`src/hw/lsca_pkg.sv`:
```
// Package with register map, field layout and shared types of the load adapter
package lsca_pkg;
   // Register byte offsets (word aligned)
   localparam logic [5:0] LSCA_OFS_CTRL = 6'h00;
   localparam logic [5:0] LSCA_OFS_STALL = 6'h04;
   localparam logic [5:0] LSCA_OFS_VEL = 6'h08;
   localparam logic [5:0] LSCA_OFS_SWITCH = 6'h0C;
   localparam logic [5:0] LSCA_OFS_RESULT = 6'h10;
   localparam logic [5:0] LSCA_OFS_READINGS = 6'h14;
   localparam logic [5:0] LSCA_OFS_IRQ_STS = 6'h18;
   localparam logic [5:0] LSCA_OFS_IRQ_MASK = 6'h1C;
   localparam logic [5:0] LSCA_OFS_PHASE = 6'h20;
   // Control word field positions
   localparam int LSCA_B_FILT = 0;
   localparam int LSCA_B_ANGLE = 1;
   localparam int LSCA_B_MINCUR = 2;
   localparam int LSCA_F_INC = 4;
   localparam int LSCA_F_DEC = 6;
   localparam int LSCA_F_LOWER = 8;
   localparam int LSCA_F_UPPER = 12;
   localparam int LSCA_F_RUN = 16;
   localparam int LSCA_F_CS = 16;
   // Writable bits of each register
   localparam logic [31:0] LSCA_WM_CTRL = 32'h001F_FFF7;
   localparam logic [31:0] LSCA_WM_STALL = 32'h0000_00FF;
   localparam logic [31:0] LSCA_WM_VEL = 32'h000F_FFFF;
   localparam logic [31:0] LSCA_WM_MASK = 32'h0000_0007;
   // Values after reset
   localparam logic [31:0] LSCA_RST_CTRL = 32'h001F_0000;
   localparam logic [31:0] LSCA_RST_STALL = 32'h0000_0000;
   localparam logic [31:0] LSCA_RST_VEL = 32'h0000_0000;
   localparam logic [31:0] LSCA_RST_SWITCH = 32'h0000_0000;
   localparam logic [31:0] LSCA_RST_MASK = 32'h0000_0000;
   // Interrupt status bit positions
   localparam int LSCA_I_STALL = 0;
   localparam int LSCA_I_UPDATE = 1;
   localparam int LSCA_I_CURRENT = 2;
   // Load value scaling
   localparam logic [8:0] LSCA_LOAD_FULL = 9'h1FE;
   localparam int LSCA_LAG_SHIFT = 1;
   localparam int LSCA_THR_SHIFT = 5;
   // Zero crossing event group, one-cycle pulses
   typedef struct packed {
      logic b_rise;
      logic b_fall;
      logic a_rise;
      logic a_fall;
   } lsca_zero_t;
   // Avalon-MM slave request group
   typedef struct packed {
      logic [5:0] address;
      logic read;
      logic write;
      logic [3:0] byteenable;
      logic [31:0] writedata;
   } lsca_avs_req_t;
endpackage

```
`src/hw/lsca_core.sv`:
```
// Load evaluation, stall pulse and load-adaptive current scaling with register slave
//
// Functional notes
// - Unfiltered: one fresh reading per fullstep
// - Filtered: four readings, result is their average
// - Readings captured at coil A/B zero crossings
// - Average recomputed every fullstep, quarter weight each
// - Phase lag offset stored and removed on switching
// - Pulse stall output when load below threshold
// - Stall pulse only in voltage mode velocity window
// - Adapter uses load of the active chopper
// - Four-bit lower setting, zero disables adaptation
// - Below lower setting times 32 raises current
// - Enough samples above upper threshold lower current
// - Adapter compares a ten-bit load value
// - Stall level is twice the programmed threshold
// - Increment width 1, 2, 4 or 8
// - Samples per decrement 32, 8, 2 or 1
// - Minimum current half or quarter of run
//
// Register access over Avalon-MM and the register addresses were decided locally.
`timescale 1ns/1ns
module lsca_core #(
   parameter int VEL_W = 20 // Width of step period and thresholds
) (
   // Clock and reset
   input wire logic clock_in,
   input wire logic rst_b_in,
   // Avalon-MM slave
   input wire lsca_pkg::lsca_avs_req_t avs_req_in,
   output logic [31:0] avs_readdata_out,
   output logic avs_waitrequest_out,
   // Motor measurement inputs, same clock
   input wire lsca_pkg::lsca_zero_t zero_cross_in,
   input wire logic [7:0] vmode_sample_in,
   input wire logic vmode_active_in,
   input wire logic [9:0] cmode_load_value_in,
   input wire logic cmode_sample_valid_in,
   input wire logic [VEL_W-1:0] measured_step_period_in,
   // Results toward the driver
   output logic diag_stall_out,
   output logic [4:0] current_scale_out,
   output logic [8:0] vmode_load_value_out,
   output logic [7:0] phase_offset_out,
   // Interrupt
   output logic irq_out
);
   import lsca_pkg::*;

   // Refuse widths the register slave cannot hold, at elaboration
   if (VEL_W < 1 || VEL_W > 20) begin : g_vel_w_bad
      $error("VEL_W must be 1 to 20");
   end

   // All state of the block
   typedef struct packed {
      logic [31:0] ctrl;        // Control word
      logic [31:0] stall;       // Stall threshold word
      logic [31:0] vel;         // Adapt velocity threshold
      logic [31:0] sw;          // Chopper switch threshold
      logic [31:0] mask;        // Interrupt mask
      logic [2:0] sts;          // Sticky interrupt status
      logic [3:0][7:0] rd;      // Individual readings
      logic [8:0] result;       // Voltage-mode load value
      logic [4:0] cs;           // Adapted current scale
      logic [4:0] dn_cnt;       // Samples toward one decrement
      logic [7:0] phase;        // Stored phase offset
      logic cmode_q;            // Current chopper seen last cycle
      logic stall_p;            // Stall pulse register
      logic ack;                // Bus answer cycle
      logic [31:0] rdata;       // Read data register
   } lsca_state_t;

   lsca_state_t st;
   lsca_state_t next_st;

   // Byte-lane merge of a write into a register word
   function automatic logic [31:0] lsca_merge(input logic [31:0] old, input logic [31:0] wd,
                                               input logic [3:0] be, input logic [31:0] wm);
      logic [31:0] lanes;
      lanes = {{8{be[3]}}, {8{be[2]}}, {8{be[1]}}, {8{be[0]}}};
      lsca_merge = ((old & ~(lanes & wm)) | (wd & lanes & wm));
   endfunction

   // Samples needed for one decrement
   function automatic logic [4:0] lsca_dn_limit(input logic [1:0] sel);
      case (sel)
         2'h0: lsca_dn_limit = 5'h1F; // 32 samples
         2'h1: lsca_dn_limit = 5'h07; // 8 samples
         2'h2: lsca_dn_limit = 5'h01; // 2 samples
         default: lsca_dn_limit = 5'h00; // 1 sample
      endcase
   endfunction

   // Decoded settings
   logic filt_en;
   logic angle_en;
   logic min_quarter;
   logic [1:0] inc_sel;
   logic [1:0] dec_sel;
   logic [3:0] lower_set;
   logic [3:0] upper_set;
   logic [4:0] run_cur;
   logic [4:0] min_cur;
   logic [10:0] lower_thr;
   logic [10:0] upper_thr;
   logic fullstep;
   logic in_window;
   logic stall_en;
   logic bus_req;
   logic bus_take;

   // Field extraction and thresholds
   always_comb begin
      filt_en = st.ctrl[LSCA_B_FILT];
      angle_en = st.ctrl[LSCA_B_ANGLE];
      min_quarter = st.ctrl[LSCA_B_MINCUR];
      inc_sel = st.ctrl[LSCA_F_INC +: 2];
      dec_sel = st.ctrl[LSCA_F_DEC +: 2];
      lower_set = st.ctrl[LSCA_F_LOWER +: 4];
      upper_set = st.ctrl[LSCA_F_UPPER +: 4];
      run_cur = st.ctrl[LSCA_F_RUN +: 5];
      // Half or quarter of the run current
      min_cur = min_quarter ? (run_cur >> 2) : (run_cur >> 1);
      lower_thr = {7'h00, lower_set} << LSCA_THR_SHIFT;
      upper_thr = ({7'h00, lower_set} + {7'h00, upper_set} + 11'h001) << LSCA_THR_SHIFT;
      fullstep = |zero_cross_in;
      // Velocity window between switch threshold and adapt threshold
      in_window = (measured_step_period_in <= st.vel[VEL_W-1:0]) &&
                  (measured_step_period_in > st.sw[VEL_W-1:0]);
      stall_en = vmode_active_in && in_window;
      bus_req = avs_req_in.read || avs_req_in.write;
      bus_take = bus_req && st.ack;
   end

   // Next state of the whole block
   always_comb begin
      logic [9:0] sum;
      logic [9:0] samp;
      logic samp_v;
      logic [5:0] raised;
      logic [4:0] cs_n;
      logic [2:0] ev;
      sum = 10'h000;
      samp = 10'h000;
      samp_v = 1'b0;
      raised = 6'h00;
      cs_n = st.cs;
      ev = 3'h0;
      next_st = st;
      next_st.stall_p = 1'b0;

      // Capture readings at the zero crossings
      if (fullstep) begin
         if (filt_en) begin
            for (int i = 0; i < 4; i++) begin
               if (zero_cross_in[i]) begin
                  next_st.rd[i] = vmode_sample_in;
               end
            end
            // Average of the four most recent readings
            sum = 10'(next_st.rd[0]) + 10'(next_st.rd[1]) + 10'(next_st.rd[2]) +
                  10'(next_st.rd[3]);
            next_st.result = sum[9:1];
         end else begin
            // Single reading stands until the next fullstep
            next_st.rd[0] = vmode_sample_in;
            next_st.result = {vmode_sample_in, 1'b0};
         end
         ev[LSCA_I_UPDATE] = 1'b1;
         // Twice the threshold is the stall level
         if (stall_en && (next_st.result < {st.stall[7:0], 1'b0})) begin
            next_st.stall_p = 1'b1;
            ev[LSCA_I_STALL] = 1'b1;
         end
      end

      // Load source follows the running chopper
      if (vmode_active_in) begin
         samp = {1'b0, next_st.result};
         samp_v = fullstep;
      end else begin
         samp = cmode_load_value_in;
         samp_v = cmode_sample_valid_in;
      end

      // Load-adaptive current control
      if ((lower_set == 4'h0) || !in_window) begin
         cs_n = run_cur;
         next_st.dn_cnt = 5'h00;
      end else if (samp_v) begin
         if ({1'b0, samp} < lower_thr) begin
            // Raise by 1, 2, 4 or 8
            raised = {1'b0, st.cs} + (6'h01 << inc_sel);
            cs_n = (raised > {1'b0, run_cur}) ? run_cur : raised[4:0];
            next_st.dn_cnt = 5'h00;
         end else if ({1'b0, samp} >= upper_thr) begin
            if (st.dn_cnt >= lsca_dn_limit(dec_sel)) begin
               cs_n = (st.cs > min_cur) ? (st.cs - 5'h01) : min_cur;
               next_st.dn_cnt = 5'h00;
            end else begin
               next_st.dn_cnt = st.dn_cnt + 5'h01;
            end
         end
      end
      // Keep the scale within limits after setting changes
      if (cs_n > run_cur) begin
         cs_n = run_cur;
      end else if (cs_n < min_cur) begin
         cs_n = min_cur;
      end
      ev[LSCA_I_CURRENT] = (cs_n != st.cs);
      next_st.cs = cs_n;

      // Phase lag offset across chopper switches
      next_st.cmode_q = !vmode_active_in;
      if (!vmode_active_in && !st.cmode_q && angle_en) begin
         next_st.phase = 8'((LSCA_LOAD_FULL - st.result) >> LSCA_LAG_SHIFT);
      end else if (vmode_active_in && st.cmode_q) begin
         next_st.phase = 8'h00;
      end

      // Bus slave: answer in the second cycle of a request
      next_st.ack = bus_req && !st.ack;
      if (bus_req && !st.ack && avs_req_in.read) begin
         case (avs_req_in.address)
            LSCA_OFS_CTRL: next_st.rdata = st.ctrl;
            LSCA_OFS_STALL: next_st.rdata = st.stall;
            LSCA_OFS_VEL: next_st.rdata = st.vel;
            LSCA_OFS_SWITCH: next_st.rdata = st.sw;
            LSCA_OFS_RESULT: next_st.rdata = {11'h000, st.cs, 7'h00, st.result};
            LSCA_OFS_READINGS: next_st.rdata = st.rd;
            LSCA_OFS_IRQ_STS: next_st.rdata = {29'h0000_0000, st.sts};
            LSCA_OFS_IRQ_MASK: next_st.rdata = st.mask;
            LSCA_OFS_PHASE: next_st.rdata = {24'h00_0000, st.phase};
            default: next_st.rdata = 32'h0000_0000; // Unmapped reads zero
         endcase
      end
      // Writes take effect in the answer cycle
      if (bus_take && avs_req_in.write) begin
         case (avs_req_in.address)
            LSCA_OFS_CTRL: begin
               next_st.ctrl = lsca_merge(st.ctrl, avs_req_in.writedata,
                                         avs_req_in.byteenable, LSCA_WM_CTRL);
            end
            LSCA_OFS_STALL: begin
               next_st.stall = lsca_merge(st.stall, avs_req_in.writedata,
                                          avs_req_in.byteenable, LSCA_WM_STALL);
            end
            LSCA_OFS_VEL: begin
               next_st.vel = lsca_merge(st.vel, avs_req_in.writedata,
                                        avs_req_in.byteenable, LSCA_WM_VEL);
            end
            LSCA_OFS_SWITCH: begin
               next_st.sw = lsca_merge(st.sw, avs_req_in.writedata,
                                       avs_req_in.byteenable, LSCA_WM_VEL);
            end
            LSCA_OFS_IRQ_MASK: begin
               next_st.mask = lsca_merge(st.mask, avs_req_in.writedata,
                                         avs_req_in.byteenable, LSCA_WM_MASK);
            end
            default: begin
               next_st.mask = st.mask; // Other writes ignored
            end
         endcase
      end
      // Read clears only the reported bits, a new event wins
      if (bus_take && avs_req_in.read && (avs_req_in.address == LSCA_OFS_IRQ_STS)) begin
         // Bits raised during the wait cycle were not reported yet
         next_st.sts = (st.sts & ~st.rdata[2:0]) | ev;
      end else begin
         next_st.sts = st.sts | ev;
      end
   end

   // State register
   always_ff @(posedge clock_in or negedge rst_b_in) begin
      if (!rst_b_in) begin
         st <= '0;
         st.ctrl <= LSCA_RST_CTRL;
         st.stall <= LSCA_RST_STALL;
         st.vel <= LSCA_RST_VEL;
         st.sw <= LSCA_RST_SWITCH;
         st.mask <= LSCA_RST_MASK;
      end else begin
         st <= next_st;
      end
   end

   // Outputs
   always_comb begin
      avs_readdata_out = st.rdata;
      avs_waitrequest_out = bus_req && !st.ack;
      diag_stall_out = st.stall_p;
      current_scale_out = st.cs;
      vmode_load_value_out = st.result;
      phase_offset_out = st.phase;
      irq_out = |(st.sts & st.mask[2:0]);
   end
endmodule

```
`config.mk`:
```
export PLATFORM = sky130hd
export DESIGN_NAME = lsca_core
export DESIGN_NICKNAME = d
export VERILOG_FILES = /design/src/hw/lsca_pkg.sv /design/src/hw/lsca_core.sv
export SDC_FILE = /design/constraint.sdc
export NUM_CORES = 1
export LEC_CHECK = 0
export ABC_AREA = 1
export BUFFER_PORTS_ARGS = -buffer_cell sky130_fd_sc_hd__buf_2
export CAP_MARGIN = 20
export CORE_ASPECT_RATIO = 0.5
export CORE_MARGIN = 8
export CORE_UTILIZATION = 45
export DETAILED_ROUTE_END_ITERATION = 7
export PLACE_DENSITY = 0.67
export SYNTH_ARGS = -nofsm -noshare
export SYNTH_HDL_FRONTEND = slang
export SYNTH_SLANG_ARGS = --single-unit
```
`constraint.sdc`:
```
create_clock -name clock_in -period 7.6 [get_ports clock_in]
set_clock_uncertainty 0.1 [all_clocks]
set_input_delay 1.52 -clock clock_in [delete_from_list [all_inputs] [get_ports clock_in]]
set_output_delay 1.52 -clock clock_in [all_outputs]
set_load 0.005 [all_outputs]
```
Word level (Yosys, flattened, before mapping)
Cells that the tools add are included.
- latch bits: 0
- memories kept: 0
- RAM bits: 0
- ROM bits: 0
- word-level logic and storage cells: 146
- input bits: 90
- register bits after elaboration: 257
- $add $sub $neg: 9
- bitwise gates (word level): 20
- $mul: 0
- muxes and demuxes: 44
- equality and inequality tests: 11
- div/mod/pow operators: 0
- shift operators: 1
- $lt $le $gt $ge: 10
- reductions and logical operators: 33
- operators by type and width (kind ; count):
    one-hot mux 32 bit (9 select lines) ; 1
    bitwise AND 32 bit ; 5
    two-way mux 8 bit ; 14
    two-way mux 5 bit ; 18
    OR 32 x 20 -> 32 bit ; 2
    two-way mux 17 bit ; 2
    inverter 20 -> 32 bit ; 1
    inverter 21 -> 32 bit ; 1
    inverter 3 -> 32 bit ; 1
    inverter 8 -> 32 bit ; 1
    OR 32 x 21 -> 32 bit ; 1
    OR 32 x 3 -> 32 bit ; 1
    OR 32 x 8 -> 32 bit ; 1
    equality test 6 x 5 -> 1 bit, second input constant ; 4
    bitwise AND 21 bit ; 1
    greater-than comparator 20 bit ; 1
    <= comparator 20 bit ; 1
    one-hot mux 5 bit (3 select lines) ; 1
    AND reduction 2 bit ; 7
    equality test 6 x 4 -> 1 bit, second input constant ; 2
    logical AND 1 bit ; 12
    greater-or-equal comparator 10 x 11 -> 1 bit ; 1
    adder 10 x 8 -> 10 bit ; 1
    adder 9 x 8 -> 10 bit ; 1
    38 further kinds ; 47

Logic depth before layout (Yosys ltp)
- depth after elaboration: 27
- depth in mapped cells: 52
- mapped depth without buffers: 50

Worst setup path before layout
No wires, ideal clock.
- path type: input-to-reg
- start: input port zero_cross_in[0] (netlist name)
- end: register st[96] (netlist name)
- arrival: 7417 ps
- required time: 7374 ps
- setup time: 126 ps
- stages on the path: 48
- path buffers: 2
- setup slack: -43 ps
- cells stage by stage: buf_6 clkbuf_1 o21ai_0 fa_1 fa_1 inv_1 ha_1 inv_1 fa_1 inv_1 nand3_1 nand2_1 a21oi_1 nor2_1 nor2_1 nor2_1 o21ai_0 a31oi_1 [12 not listed] nand2_2 nand2_1 o21ai_1 nor2_1 o21ai_1 o21ai_0 ha_1 inv_1 o21bai_1 a21oi_1 o21ai_0 nand2_1 o21ai_1 nor2_1 nor3b_1 nand2_1 nor2_1 nand3_1
- RTL lines (item ; RTL line ; text):
    start, declared ; lsca_core.sv:34 ; input wire lsca_pkg::lsca_zero_t zero_cross_in,
    end signal, assigned ; lsca_core.sv:286 ; st <= next_st;
    end, declared ; lsca_core.sv:74 ; lsca_state_t st;

==> results.json <==
{
  "antenna_found_initial": 2,
  "cts_sinks": 168,
  "cp.required_ps": 7820,
  "cpMostUsedCell": "nand2_1",
  "nNetsFinal": 1887,
  "hold_viol": 0,
  "yosysTopAreaCell": "dfrtp_1",
  "startpoint": "vmode_sample_in[3]",
  "path_max_fanout": 4,
  "cpMaxStageDelayCell": "fa_1",
  "p_leak_nw": 6.914,
  "num_vias": 11100,
  "synth.area.top_cells": "dfrtp_1, nand2_1, ha_1",
  "status": "complete, no violations",
  "synth_warnings": 0,
  "dp_hpwl_mm": 29.24,
  "critPathTopFamily": "compound AO/OA/AOI/OAI gates",
  "path_buf_inv": 8,
  "worstReg2RegStart": "st[80]",
  "rsz0062_at_grt": "yes",
  "synth_top_cell_area_share_pct": 35.20,
  "synth_xor_area_share_pct": 0.8314,
  "crit_path_max_incr_delay_ps": 510,
  "area_delta_synth_final_pct": 19.97,
  "row_count": 41,
  "synth_cells": 1523,
  "arrival_ps": 7790,
  "r2r-end": "st[96]",
  "power_density_nw_per_um2": 217.7,
  "finalPower_mw": 3.026,
  "clk_latency_ps": 450,
  "seq_area_frac_synth_pct": 36.34,
  "slew_violations": 0,
  "cts.htree.levels": 4,
  "clockBufferDepth": 2,
  "start_kind": "input port",
  "grt_use_total_pct": 23.65,
  "cp-end-kind": "flip-flop",
  "viasPerCell": 5.440,
  "hold_slack_ps": 372.4,
  "post-route-min-period_ps": 7566,
  "synth_mux_area_share_pct": 0,
  "max_cap_violations": 0,
  "ys_ff_latch": 168,
  "fmax_mhz": 132.2,
  "period_share_pct": 99.55,
  "fin_util_pct": 55.08,
  "die_y_um": 129.5,
  "slew_headroom_pct": 35.71,
  "synth-async-reset-ratio_pct": 100.0,
  "core_sq_um": 25240,
  "wl_per_cell_um": 18.69,
  "grt_pass1_vias": 10760,
  "yosysUniqueCellTypes": 48,
  "synth_fa_ha_area_share_pct": 13.48,
  "cts_tree": "built",
  "dr.pass1.iters": 8,
  "cts_hold_buf": 0,
  "io_buffers": 134,
  "die_w_um": 242.9,
  "grt-ovfl-total": 0,
  "start_util_pct": 45.91,
  "max-vdd-ir-drop_v": 0.0001915,
  "cts_root_buf": "clkbuf_16",
  "ff2ff_setup_slack_ps": 760,
  "synthTopCellsByCount": "nand2_1, inv_1, o21ai_0",
  "gp_congestion": 0.9299,
  "die_area_sq_um": 31450,
  "postSynthNetCount": 1727,
  "drive_gt1_share_pct": 21.88,
  "endpoint": "st[96]",
  "clk_pin_slew_worst_paths_ps": 70,
  "synth-edff-count": 0,
  "detail-route-antenna-nets": 0,
  "syn-cell-area_sq_um": 11590,
  "critical_path_depth": 47,
  "synth_ff_type": "dfrtp_1",
  "reg2reg_depth": 44,
  "grt_max_degree": 99,
  "post-synth-top-count-cell": "nand2_1",
  "drt-initial-drc-count": 1013,
  "syn_avg_cell_area_sq_um": 7.608,
  "synth-compound-area-share_pct": 16.89,
  "tightest_slew_ps": 964.3,
  "setup_viol": 0,
  "holdCritPathClass": "flip-flop to flip-flop",
  "ioPinCount": 147,
  "crit_type": "input port to flip-flop",
  "cts_buffers": 17,
  "grt_pass1_wl_mm": 58.13,
  "fillers": 2325,
  "drc": 0,
  "finalSetupTns_ps": 0,
  "wl_mm": 38.15,
  "synth-simple-area-share_pct": 20.46,
  "synth_top_family_by_area": "simple AND/OR/NAND/NOR gates"
}
cell families after synthesis:
group           Yosys count
flops                   168
fa+ha+maj               114
simple gates            568
compound gates          351
xor+xnor                 11
buf+inv                 311
power breakdown:
group          total, mW  internal (mW)  switching (mW)  leakage, nW
Sequential          1.05          0.953          0.0928         2.21
Combinational       1.12          0.477           0.646         4.43
Clock              0.857          0.440           0.417        0.270
through the flow:
step | worst slack (ps) | cell area [sq um] | std cells
after floorplan | 31.15 | 11590 | 1523
after global placement | -762.8 | 12760 | 1992
after detailed placement | -870.6 | 12760 | 1992
after CTS | 0.8074 | 13400 | 2025
after global routing | -314.8 | 13900 | 2041
final | 34.29 | 13900 | 2041
cell type report:
| cell class | instances | area, sq um | area share [%] |
|---|---|---|---|
| well taps | 344 | 430.4 | 3.096 |
| multi-input cells | 1044 | 6355 | 45.72 |
| clock inverters | 12 | 110.1 | 0.7921 |
| flip-flops and latches | 168 | 4210 | 30.29 |
| inverters | 217 | 819.5 | 5.896 |
| repair buffers | 235 | 1526 | 10.98 |
| clock buffers | 20 | 446.7 | 3.213 |
| diodes | 1 | 2.502 | 0.01800 |
routing by layer:
layer  vias to the layer above  share of wire, %  wire length, um  GRT usage (%)
li1                       5307                 -                -              -
met1                      5362                44            16680          30.73
met2                       361                46            17650          37.91
met3                        71               7.4             2831          6.615
met4                         2               2.6              976          8.070
met5                         -             0.024                9              0
worst min path at each step:
| stage | from | to | cells past startpoint |
|---|---|---|---|
| after floorplan | avs_readdata_out[5] | avs_readdata_out[5] | 2 |
| final | avs_readdata_out[14] | avs_readdata_out[14] | 2 |
| after detailed placement | avs_readdata_out[14] | avs_readdata_out[14] | 2 |
| after global routing | avs_readdata_out[25] | avs_readdata_out[25] | 2 |
| after global placement | avs_readdata_out[26] | avs_readdata_out[26] | 2 |
| after CTS | avs_readdata_out[14] | avs_readdata_out[14] | 2 |
worst min-delay path, stage by stage (launching register included):
cell and delay [ps]:
dfrtp_1 340, nand2_1 50, nand2_1 50
placed cells by master, fill, tap and decap left out, types with 5 or more instances in the layout:
cell type and n:
xor2_1 9, dfstp_2 5, inv_2 14, dfrtp_1 163, clkbuf_16 18, a22oi_1 7
o21ai_2 10, nor3_1 6, o211ai_1 11, buf_6 8, buf_4 94, nand3_1 68
a21oi_1 62, nand3_2 10, nand4_1 15, nand2_2 22, buf_2 128, a221oi_1 9
o22ai_1 21, nand2_4 6, nand2_1 345, a211oi_1 6, o21ai_1 19, inv_1 197
fa_1 14, ha_4 6, nor2_1 73, ha_1 89, o21ai_0 168
what timing repair did:
action / in CTS / in global routing
gates resized for setup: 33 / 92
setup buffers: 2 / 13
cloned: 0 / 1
endpoints found under the setup margin: 5 / 6
pin swaps: 20 / 53
No activity file was read; power rests on OpenSTA's default activity.
